`src/hw/ssp_pkg.sv`:
```
// constants and types for the serial management register port
package ssp_pkg;

  // ---------------------------------------------------------------
  // clock and timeout
  // ---------------------------------------------------------------
  localparam int CLK_KHZ = 100000;
  localparam int TIMEOUT_MS = 25;
  // 25 ms of bus silence, rounded down to whole cycles
  localparam int TIMEOUT_CYCLES = TIMEOUT_MS * CLK_KHZ;
  localparam int TIMEOUT_W = 22;

  // ---------------------------------------------------------------
  // slave address options, one chosen per build (values arbitrary)
  // ---------------------------------------------------------------
  localparam logic [27:0] ADDR_OPTIONS = {7'h4f, 7'h4e, 7'h4d, 7'h4c};
  localparam int ADDR_W = 7;

  // ---------------------------------------------------------------
  // byte registers steering the power mode
  // ---------------------------------------------------------------
  localparam logic [7:0] CFG_ADDR = 8'h03;
  localparam int CFG_STANDBY_BIT = 6;
  localparam logic CFG_STANDBY_RESET = 1'b1;
  localparam logic [7:0] ONE_SHOT_ADDR = 8'h0f;

  localparam logic [3:0] BIT_COUNT_BYTE = 4'h8;

  // ---------------------------------------------------------------
  // state encodings
  // ---------------------------------------------------------------
  typedef enum logic [3:0] {
    ST_IDLE     = 4'h0,
    ST_ADDR     = 4'h1,
    ST_ADDR_ACK = 4'h3,
    ST_CMD      = 4'h2,
    ST_CMD_ACK  = 4'h6,
    ST_DATA     = 4'h7,
    ST_DATA_ACK = 4'h5,
    ST_TX       = 4'h4,
    ST_TX_ACK   = 4'hc,
    ST_IGNORE   = 4'h8
  } ssp_state_e;

  typedef enum logic [1:0] {
    PM_STANDBY  = 2'h0,
    PM_RUN      = 2'h1,
    PM_ONE_SHOT = 2'h3
  } ssp_pmode_e;

endpackage : ssp_pkg

```
`src/hw/ssp_port.sv`:
```
// slave-only two-wire register port with run and standby power modes
//
// How it works
// - write byte: address+write, command, data, each acked; data stored.
// - read byte: address+write, command, repeated start, address+read, data out.
// - send byte: command loads the pointer, no register content changes.
// - receive byte: ack, return pointed register, pointer left unchanged.
// - slave only; never starts a transaction.
// - foreign address or bad protocol: no ack, no drive, registers untouched.
// - one fixed slave address per build, chosen from four.
// - tolerate clock held low by others; never hold clock ourselves.
// - after 25 ms bus silence, abandon transfer, go idle, release data.
// - run mode: monitors on, conversions start at programmed rate.
// - run mode between conversions: reduced-power wait state.
// - power-up in standby: monitoring off, no conversions.
// - standby keeps the serial port fully working.
// - one-shot write in standby: one conversion set, back to standby.
`timescale 1ns/100ps
`default_nettype none
module ssp_port
  import ssp_pkg::*;
#(
  parameter logic [1:0] ADDR_SEL = 2'h0,
  parameter int TIMEOUT = TIMEOUT_CYCLES,
  parameter int REG_DEPTH = 256
) (
  input wire logic i_clock,
  input wire logic i_rst,
  input wire logic i_serial_clock_pin,
  input wire logic i_serial_data_pin,
  input wire logic i_rate_tick,
  input wire logic i_convert_done,
  output logic o_serial_data_pin,
  output logic o_serial_data_pin_oe_n,
  output logic o_monitor_enable,
  output logic o_convert_start,
  output logic o_low_power_wait,
  output logic o_run_mode
);

  // ---------------------------------------------------------------
  // state
  // ---------------------------------------------------------------
  localparam logic [ADDR_W-1:0] SLAVE_ADDR =
    ADDR_OPTIONS[ADDR_SEL*ADDR_W +: ADDR_W];

  typedef struct packed {
    logic scl_s1;
    logic scl_s2;
    logic scl_d;
    logic sda_s1;
    logic sda_s2;
    logic sda_d;
    ssp_state_e st;
    logic [3:0] cnt;
    logic [7:0] shift;
    logic [7:0] tx;
    logic [7:0] ptr;
    logic we;
    logic [7:0] wdata;
    logic drive_low;
    logic sda_oe_n;
    logic [TIMEOUT_W-1:0] idle_cnt;
    ssp_pmode_e pm;
    logic standby;
    logic converting;
    logic conv_start;
    logic lp_wait;
    logic run_mode;
  } ssp_state_s;

  ssp_state_s s_reg;
  ssp_state_s s_next;
  logic [7:0] rdata;
  logic scl_rise;
  logic scl_fall;
  logic bus_start;
  logic bus_stop;
  logic bus_edge;
  logic byte_done;
  logic timed_out;

  ssp_regmem #(
    .DEPTH(REG_DEPTH),
    .AW(8)
  ) u_mem (
    .i_clock(i_clock),
    .i_we(s_reg.we),
    .i_waddr(s_reg.ptr),
    .i_wdata(s_reg.wdata),
    .i_raddr(s_reg.ptr),
    .o_rdata(rdata)
  );

  // ---------------------------------------------------------------
  // bus events, seen only through the second synchroniser stage
  // ---------------------------------------------------------------
  assign scl_rise = s_reg.scl_s2 & ~s_reg.scl_d;
  assign scl_fall = ~s_reg.scl_s2 & s_reg.scl_d;
  assign bus_start = s_reg.scl_s2 & s_reg.scl_d & s_reg.sda_d &
                     ~s_reg.sda_s2;
  assign bus_stop = s_reg.scl_s2 & s_reg.scl_d & ~s_reg.sda_d &
                    s_reg.sda_s2;
  assign bus_edge = (s_reg.scl_s2 ^ s_reg.scl_d) |
                    (s_reg.sda_s2 ^ s_reg.sda_d);
  assign byte_done = (s_reg.cnt == BIT_COUNT_BYTE);
  assign timed_out = (s_reg.idle_cnt == TIMEOUT_W'(TIMEOUT - 1)) &
                     ~bus_edge;

  always_comb begin
    s_next = s_reg;
    s_next.scl_s1 = i_serial_clock_pin;
    s_next.scl_s2 = s_reg.scl_s1;
    s_next.scl_d = s_reg.scl_s2;
    s_next.sda_s1 = i_serial_data_pin;
    s_next.sda_s2 = s_reg.sda_s1;
    s_next.sda_d = s_reg.sda_s2;
    s_next.we = 1'b0;
    s_next.conv_start = 1'b0;

    // clock may sit low up to the timeout; the silence count restarts on any bus edge and while idle
    if (bus_edge || s_reg.st == ST_IDLE) begin
      s_next.idle_cnt = '0;
    end else begin
      s_next.idle_cnt = s_reg.idle_cnt + TIMEOUT_W'(1);
    end

    if (bus_start) begin
      s_next.st = ST_ADDR;
      s_next.cnt = '0;
      s_next.drive_low = 1'b0;
    end else if (bus_stop || timed_out) begin
      // idle waits for a fresh start before decoding again
      s_next.st = ST_IDLE;
      s_next.drive_low = 1'b0;
      s_next.idle_cnt = '0;
    end else if (scl_rise) begin
      case (s_reg.st)
        ST_ADDR, ST_CMD, ST_DATA: begin
          s_next.shift = {s_reg.shift[6:0], s_reg.sda_s2};
          s_next.cnt = s_reg.cnt + 4'h1;
        end
        ST_TX_ACK: begin
          s_next.st = ST_IGNORE; // one byte only, then wait for stop
        end
        default: begin
        end
      endcase
    end else if (scl_fall) begin
      case (s_reg.st)
        ST_ADDR: begin
          if (byte_done && s_reg.shift[7:1] == SLAVE_ADDR) begin
            s_next.st = ST_ADDR_ACK;
            s_next.drive_low = 1'b1;
          end else if (byte_done) begin
            s_next.st = ST_IGNORE;
          end
        end
        ST_ADDR_ACK: begin
          s_next.cnt = 4'h1;
          if (s_reg.shift[0]) begin
            // pointer is not touched by a read
            s_next.st = ST_TX;
            s_next.drive_low = ~rdata[7];
            s_next.tx = {rdata[6:0], 1'b1};
          end else begin
            s_next.st = ST_CMD;
            s_next.cnt = '0;
            s_next.drive_low = 1'b0;
          end
        end
        ST_CMD: begin
          if (byte_done) begin
            s_next.ptr = s_reg.shift;
            s_next.st = ST_CMD_ACK;
            s_next.drive_low = 1'b1;
          end
        end
        ST_CMD_ACK: begin
          s_next.st = ST_DATA;
          s_next.cnt = '0;
          s_next.drive_low = 1'b0;
        end
        ST_DATA: begin
          if (byte_done) begin
            s_next.we = 1'b1;
            s_next.wdata = s_reg.shift;
            s_next.st = ST_DATA_ACK;
            s_next.drive_low = 1'b1;
          end
        end
        ST_DATA_ACK: begin
          // further bytes are not a supported protocol
          s_next.st = ST_IGNORE;
          s_next.drive_low = 1'b0;
        end
        ST_TX: begin
          if (byte_done) begin
            s_next.st = ST_TX_ACK;
            s_next.drive_low = 1'b0;
          end else begin
            s_next.drive_low = ~s_reg.tx[7];
            s_next.tx = {s_reg.tx[6:0], 1'b1};
            s_next.cnt = s_reg.cnt + 4'h1;
          end
        end
        default: begin
          s_next.drive_low = 1'b0;
        end
      endcase
    end

    // ---------------------------------------------------------------
    // power modes
    // ---------------------------------------------------------------
    if (s_reg.we && s_reg.ptr == CFG_ADDR) begin
      s_next.standby = s_reg.wdata[CFG_STANDBY_BIT];
    end
    if (i_convert_done) begin
      s_next.converting = 1'b0;
    end
    case (s_reg.pm)
      PM_STANDBY: begin
        if (s_reg.we && s_reg.ptr == ONE_SHOT_ADDR) begin
          s_next.pm = PM_ONE_SHOT;
          s_next.conv_start = 1'b1;
          s_next.converting = 1'b1;
        end else if (!s_next.standby) begin
          s_next.pm = PM_RUN;
        end
      end
      PM_ONE_SHOT: begin
        if (i_convert_done) begin
          s_next.pm = s_next.standby ? PM_STANDBY : PM_RUN;
        end
      end
      PM_RUN: begin
        if (s_next.standby && !s_reg.converting) begin
          s_next.pm = PM_STANDBY;
        end else if (i_rate_tick && !s_reg.converting) begin
          s_next.conv_start = 1'b1;
          s_next.converting = 1'b1;
        end
      end
      default: begin
        s_next.pm = PM_STANDBY;
      end
    endcase
    // quiet between conversion sets while running
    s_next.lp_wait = (s_next.pm == PM_RUN) && !s_next.converting;
    s_next.run_mode = (s_next.pm == PM_RUN);
    s_next.sda_oe_n = ~s_next.drive_low;
  end

  always_ff @(posedge i_clock) begin
    if (i_rst) begin
      s_reg <= '0;
      s_reg.scl_s1 <= 1'b1;
      s_reg.scl_s2 <= 1'b1;
      s_reg.scl_d <= 1'b1;
      s_reg.sda_s1 <= 1'b1;
      s_reg.sda_s2 <= 1'b1;
      s_reg.sda_d <= 1'b1;
      s_reg.st <= ST_IDLE;
      s_reg.pm <= PM_STANDBY;
      s_reg.standby <= CFG_STANDBY_RESET;
      s_reg.sda_oe_n <= 1'b1;
    end else begin
      s_reg <= s_next;
    end
  end

  // ---------------------------------------------------------------
  // outputs; open-drain data only ever pulled low, no clock driver
  // ---------------------------------------------------------------
  assign o_serial_data_pin = 1'b0;
  assign o_serial_data_pin_oe_n = s_reg.sda_oe_n;
  assign o_monitor_enable = s_reg.pm[0]; // bit 0 set in run and one-shot only
  assign o_convert_start = s_reg.conv_start;
  assign o_low_power_wait = s_reg.lp_wait;
  assign o_run_mode = s_reg.run_mode;
endmodule : ssp_port
`default_nettype wire

```
`src/hw/ssp_regmem.sv`:
```
// byte register storage with registered read data
`timescale 1ns/100ps
`default_nettype none
module ssp_regmem #(
  parameter int DEPTH = 256,
  parameter int AW = 8
) (
  input wire logic i_clock,
  input wire logic i_we,
  input wire logic [AW-1:0] i_waddr,
  input wire logic [7:0] i_wdata,
  input wire logic [AW-1:0] i_raddr,
  output logic [7:0] o_rdata
);
  logic [7:0] mem [DEPTH];

  always_ff @(posedge i_clock) begin
    if (i_we) begin
      mem[i_waddr] <= i_wdata;
    end
    o_rdata <= mem[i_raddr];
  end
endmodule : ssp_regmem
`default_nettype wire
```
`config.mk`:
```
export PLATFORM = sky130hd
export DESIGN_NAME = ssp_port
export DESIGN_NICKNAME = d
export VERILOG_FILES = /design/src/hw/ssp_pkg.sv /design/src/hw/ssp_port.sv /design/src/hw/ssp_regmem.sv
export SDC_FILE = /design/constraint.sdc
export NUM_CORES = 2
export LEC_CHECK = 0
export BUFFER_PORTS_ARGS = -buffer_cell sky130_fd_sc_hd__clkbuf_2
export CORE_UTILIZATION = 50
export CTS_CLUSTER_SIZE = 24
export DETAILED_ROUTE_END_ITERATION = 16
export PLACE_DENSITY = 0.8
export SYNTH_ARGS = -nofsm -noshare
export SYNTH_HDL_FRONTEND = slang
export SYNTH_HIERARCHICAL = 1
export SYNTH_SLANG_ARGS = --single-unit
export TNS_END_PERCENT = 30
```
`constraint.sdc`:
```
create_clock -name i_clock -period 4.85 [get_ports i_clock]
set_input_delay 0.2425 -clock i_clock [delete_from_list [all_inputs] [get_ports i_clock]]
set_output_delay 0.2425 -clock i_clock [all_outputs]
set_load 0.02 [all_outputs]
```
# [Word-level counts from Yosys, hierarchy flattened]
# Memories as Yosys holds them, arrays and structs flattened. A register that Yosys moved wholly into a read port is not among the register bits.
# Index checks and enable logic that the tools add are counted.
[totals] ramBits=2048 rom_bits=0 memories=1 elab_cells=160 latch_bits=0 register_bits=78
[classes] bitwise=24 n_reduce_logical=29 addsub=2 muxes=51 n_eq_ne=30 order_cmp=0 multipliers=0 div_mod_pow=0 shifts=0
[memory_table] name="u_mem.mem" words=256 width=8 read_ports=1 rd_clocked_by_memory_dff=1 wr=1 line="ssp_regmem.sv:15" source="logic [7:0] mem [DEPTH];"
[op_table] op="$mux W22" n=3
[op_table] op="$mux W8" n=7
[op_table] op="$mux W26" n=2
[op_table] op="$mux W37" n=1
[op_table] op="$mux W4" n=7
[op_table] op="$pmux W4 S7" n=1
[op_table] op="$add A22 B1 Y22 const B" n=1
[op_table] op="$eq A22 B22 Y1 const B" n=1
[op_table] op="$reduce_and A7 Y1" n=3
[op_table] op="$eq A4 B3 Y1 const B" n=4
[op_table] op="$pmux W8 S2" n=1
[op_table] op="$ne A5 B5 Y1 const B" n=3
[op_table] op="$mux W2" n=7
[op_table] op="$mux W1" n=13
[op_table] op="$not A1 Y1" n=13
[op_table] op="$mux W12" n=1
[op_table] op="$ne A3 B3 Y1 const B" n=4
[op_table] op="$pmux W4 S3" n=1
[op_table] op="$reduce_and A6 Y1" n=2
[op_table] op="$mux W10" n=1
[op_table] op="$reduce_bool A10 Y1" n=1
[op_table] op="$mux W9" n=1
[op_table] op="$and A1 B1 Y1" n=8
[op_table] op="$eq A4 B2 Y1 const B" n=2
[op_table] op="other kinds (33)" n=48

# [Logic depth before layout (Yosys ltp)]
[depth] depth_word=9 ltp_mapped=11

# [By module]
# The synthesis kept the hierarchy.
[modules_own_cells] module="ssp_regmem" cells_each=3733 instances=1 area_each_um2=79556.3 seq_area_each_um2=61659.1
[modules_own_cells] module="ssp_port" cells_each=440 instances=1 area_each_um2=3875.0 seq_area_each_um2=1561.5

# [Worst setup path after synthesis]
# OpenSTA, ideal clock, no wires.
[synth_path] path_type="reg2reg" start="register s_reg[37] (netlist bit)" end="register s_reg, in the netlist o_low_power_wait" setup_slack_ns=0.215 arrival_time_ns=4.544 stages_incl_launch_ff=4 path_buffers=0 path_cell_list="dfxtp_1 mux2i_1 a21oi_1 nor4bb_1"
[synth_between] elab_chain_len=6 elab_cells_between_ends=13 cone_classes="eq/ne (1); mux (9); reduce/logical (3)"
[synth_lines] element="from (decl)" line="ssp_port.sv:72" source="ssp_state_s s_reg;"
[synth_lines] element="from (signal assigned)" line="ssp_port.sv:269" source="s_reg <= s_next;"
[synth_lines] element="$mux W1 *" line="ssp_port.sv:216" source="if (s_reg.we && s_reg.ptr == CFG_ADDR) begin"
[synth_lines] element="$mux W1, or another cell as far along" line="ssp_port.sv:234" source="s_next.pm = s_next.standby ? PM_STANDBY : PM_RUN;"
[synth_lines] element="$mux W2, on equally long branches" line="ssp_port.sv:233, ssp_port.sv:224, ssp_port.sv:238"
[synth_lines] element="$pmux W2 S3 or $pmux W2 S2 (tied branches)" line="ssp_port.sv:222" source="case (s_reg.pm)"
[synth_lines] element="$eq A2 B1 Y1 or $logic_not A1 Y1 (tied branches)" line="ssp_port.sv:250" source="s_next.lp_wait = (s_next.pm == PM_RUN) && !s_next.converting;"
[synth_lines] element="$logic_and A1 B1 Y1 *" line="ssp_port.sv:250"
# Every way passes the cells marked *; elsewhere a longest branch is shown, timed or not.
# A chain may end at the register's enable or synchronous reset.

==> metrics.txt <==
outcome finished with violations; failing checks design-rule violations; Final Skew 0.0623 ns; sequential share of the synthesized area between 70% and 80%; setup TNS 0 ns; chip height around 410 um; Cells after Synth 4173; max-cap viol count 0; Internal Power around 0.029 W; Core ar. about 170000 um^2; worst-case clock buffer depth 3; relative slew slack between 5 and 6%; Logic pwr share 0.1%; layout cells sized above 1 around a fifth; DR iter-0 viols 6645; H-tree Lvls 4; Primary FF master, synth edfxtp_1; post-route ant nets 0; CTS tree yes; Die Area 169000 um^2; final period utilization between 90% and 100%; R2R Path Start s_reg[40]; clock latency at the later pin of the worst-skew pair about 0.87 ns; Max Freq between 0.2 and 0.25 GHz; Slew @ Worst Pin between 1 and 1.5 ns; Initial Util 50.5%; max reg flops ~2000; largest net degree at the start of global routing around 190; critical-path maximum fanout 45; number of buffers created by CTS 198; drt first pass iters 13; largest family of logic cells by synthesized area multiplexers; final setup vio count 0; gpl congestion ~0.89; Peak VDD IR about 0.46 mV; post-synthesis mux area share 14.3%; leading area contributor after synthesis edfxtp_1; PwrDens 385 nW/um^2; most frequent cell after synthesis edfxtp_1; Simple-Gate Fraction of Synth Area roughly 3.7%; Nets 4251; initial antenna violation count 7; Congestion Overflow GR 0; Cell Area, Synth roughly 83000 um^2; CTS root buf clkbuf_16; internal reg-to-reg setup slack between 0.4 and 0.5 ns; Setup crit start kind register; area share of the largest cell type after synthesis about three quarters; Worst Hold Depth 3; XOR/XNOR Fraction of Synth Area 0.241%; Worst Reg2Reg Path Length in Cells 8; Area Overhead vs Synth 10.5%; P_leak 27.9 nW; Post-Synth Adder-Cell Area less than 1%; Avg Inst Size Synth roughly 20 um^2; hpwl dp about 120 mm; vias post-DR about 44000; Final Max Tran Viols 0; count of input and output buffers 10; setup repair bufs after CTS 0; critical path type reg -> reg; Flop pwr share 56.0%; GRT Total Usage about a quarter; DRC violations left 4; Critical Path AT around 5.1 ns; Die X a little over 400 um; Final Power 0.0355 W; Sw Ratio 19.3%; compound-gate portion of the synthesized area under 10%; number of synthesized flops with an enable pin approximately 2000; Worst Path Required 5.51 ns; hold path start i_serial_clock_pin; Clk pwr share 43.9%; top cells by area, synth edfxtp_1 (74%), mux4_2 (12%), dfxtp_1 (2.1%), mux2i_1 (1.9%), nor2_1 (1.6%); Yosys warning total 6; Std-Cell Rows 149; I/O pin count 12; RSZ-0062 raised after global routing false; synth cell count leaders edfxtp_1 (2048), mux4_2 (454), nor2_1 (346), mux2i_1 (159), a22oi_1 (133); clock transition at the registers of the reported paths ~0.060 ns; WL/cell around 30 um; number of global-route vias before repair 43400; first-pass GRT wire length around 300 mm; FFs w/ async S/R, synth 0%; Min-Delay Path Class in -> reg; crit path capture type register; Mapped Nets about 4200; Net Sw Power 0.00684 W; DRT Wirelength just over 200 mm; synthesized flop and latch total 2134; Clock Sink Count around 2100; Final Hold Viols 0; reg-to-reg endpoint u_mem/o_rdata[3]; Vias/cell between 6 and 7; Worst Hold End s_next[76]; post-layout util between 50% and 60%; final worst path period need 4.40 ns; post-synthesis cell type count 85
==> through the flow <==
stage               setup WS [ns]  cell area [um^2]  instances  hold WS (ns)
floorplan                   0.215             83400       4173         0.346
global placement            0.611             85700       6220         0.404
detailed placement          0.598             85700       6220         0.403
CTS                         0.570             92200       6586        0.0943
global route                0.442             92200       6586         0.164
finish                      0.449             92200       6589         0.173
==> power by group through the flow <==
stage / sequential (W) / clock, W / combinational (W)
2_1_floorplan: 0.0203 / 0 / 0.0000374
3_3_place_gp: 0.0203 / 0 / 0.0000423
3_5_place_dp: 0.0203 / 0 / 0.0000435
4_1_cts: 0.0199 / 0.0157 / 0.0000470
5_1_grt: 0.0199 / 0.0163 / 0.0000523
6_report: 0.0199 / 0.0156 / 0.0000470
==> metal layers <==
metal / track usage [%] / vias to the layer above / wire (um)
met1: 32.3 / 22500 / 72400
met3: 5.59 / 536 / 23600
met5: 0 / - / 91
met2: 37.9 / 3158 / 97200
met4: 10.1 / 10 / 9250
li1: - / 17400 / -
==> worst max-delay path by stage <==
stage	startpoint	slack [ns]	end	cells after the start
CTS	s_reg[40]	0.57	u_mem/o_rdata[3]	8
global route	s_reg[40]	0.44	u_mem/o_rdata[3]	8
finish	s_reg[40]	0.45	u_mem/o_rdata[3]	8
floorplan	s_reg[37]	0.22	o_low_power_wait	3
global placement	s_reg[40]	0.61	u_mem/o_rdata[4]	7
detailed placement	s_reg[40]	0.60	u_mem/o_rdata[3]	8
==> cells by family (layout without fill, tap and decap cells) <==
family,Yosys count,count (layout)
and+or+nand+nor,659,659
buffers and inverters,273,497
DFF,2134,2134
xor gates and xnor gates,23,23
muxes,622,622
AOI/OAI and AO/OA,453,453
adders and majority gates,8,8
other,1,4
==> cell type report <==
cell class / instances / area, um^2
Clock inverter: 116 / 1250
Inverter: 16 / 60.1
Tap cell: 2189 / 2740
Multi-Input combinational cell: 1766 / 18600
Fill cell: 11500 / 73200
Sequential cell: 2134 / 63300
Antenna cell: 3 / 7.51
Clock buffer: 244 / 5170
Timing Repair Buffer: 121 / 1110
==> cell usage in the layout (no fill, tap or decap), types with 11 or more instances in the layout <==
cell	n
o211ai_1	14
dfxtp_1	72
xor2_1	15
clkinv_1	41
mux4_2	454
a211oi_1	21
clkbuf_1	43
buf_12	17
clkbuf_16	199
nor2b_1	31
inv_1	15
o221ai_1	46
a21oi_1	118
nand4_1	21
o21ai_0	21
dfxtp_4	12
a22oi_1	133
nor4_1	31
o22ai_1	28
clkinv_2	31
bufinv_16	22
nor2_1	343
a221oi_1	14
nand3_1	57
and2_1	11
nand2_1	54
mux2i_1	159
edfxtp_1	2048
nor3_1	34
buf_4	88
nand2b_1	17
==> critical path: stages, from the launching register on <==
cell,delay (ns)
dfxtp_4,0.93
buf_12,0.38
buf_4,0.30
mux4_2,0.53
a22o_1,0.28
a221oi_1,0.39
o221ai_1,0.31
a211oi_1,0.85
nor4_1,0.14
==> repair_timing <==
| action | in CTS | in global routing |
|---|---|---|
| endpoints found under the hold margin | 40 | 0 |
| hold buffers | 6 | 0 |
| gates resized for setup | 0 | 0 |
Note: power is estimated with default switching activity, not from simulation.
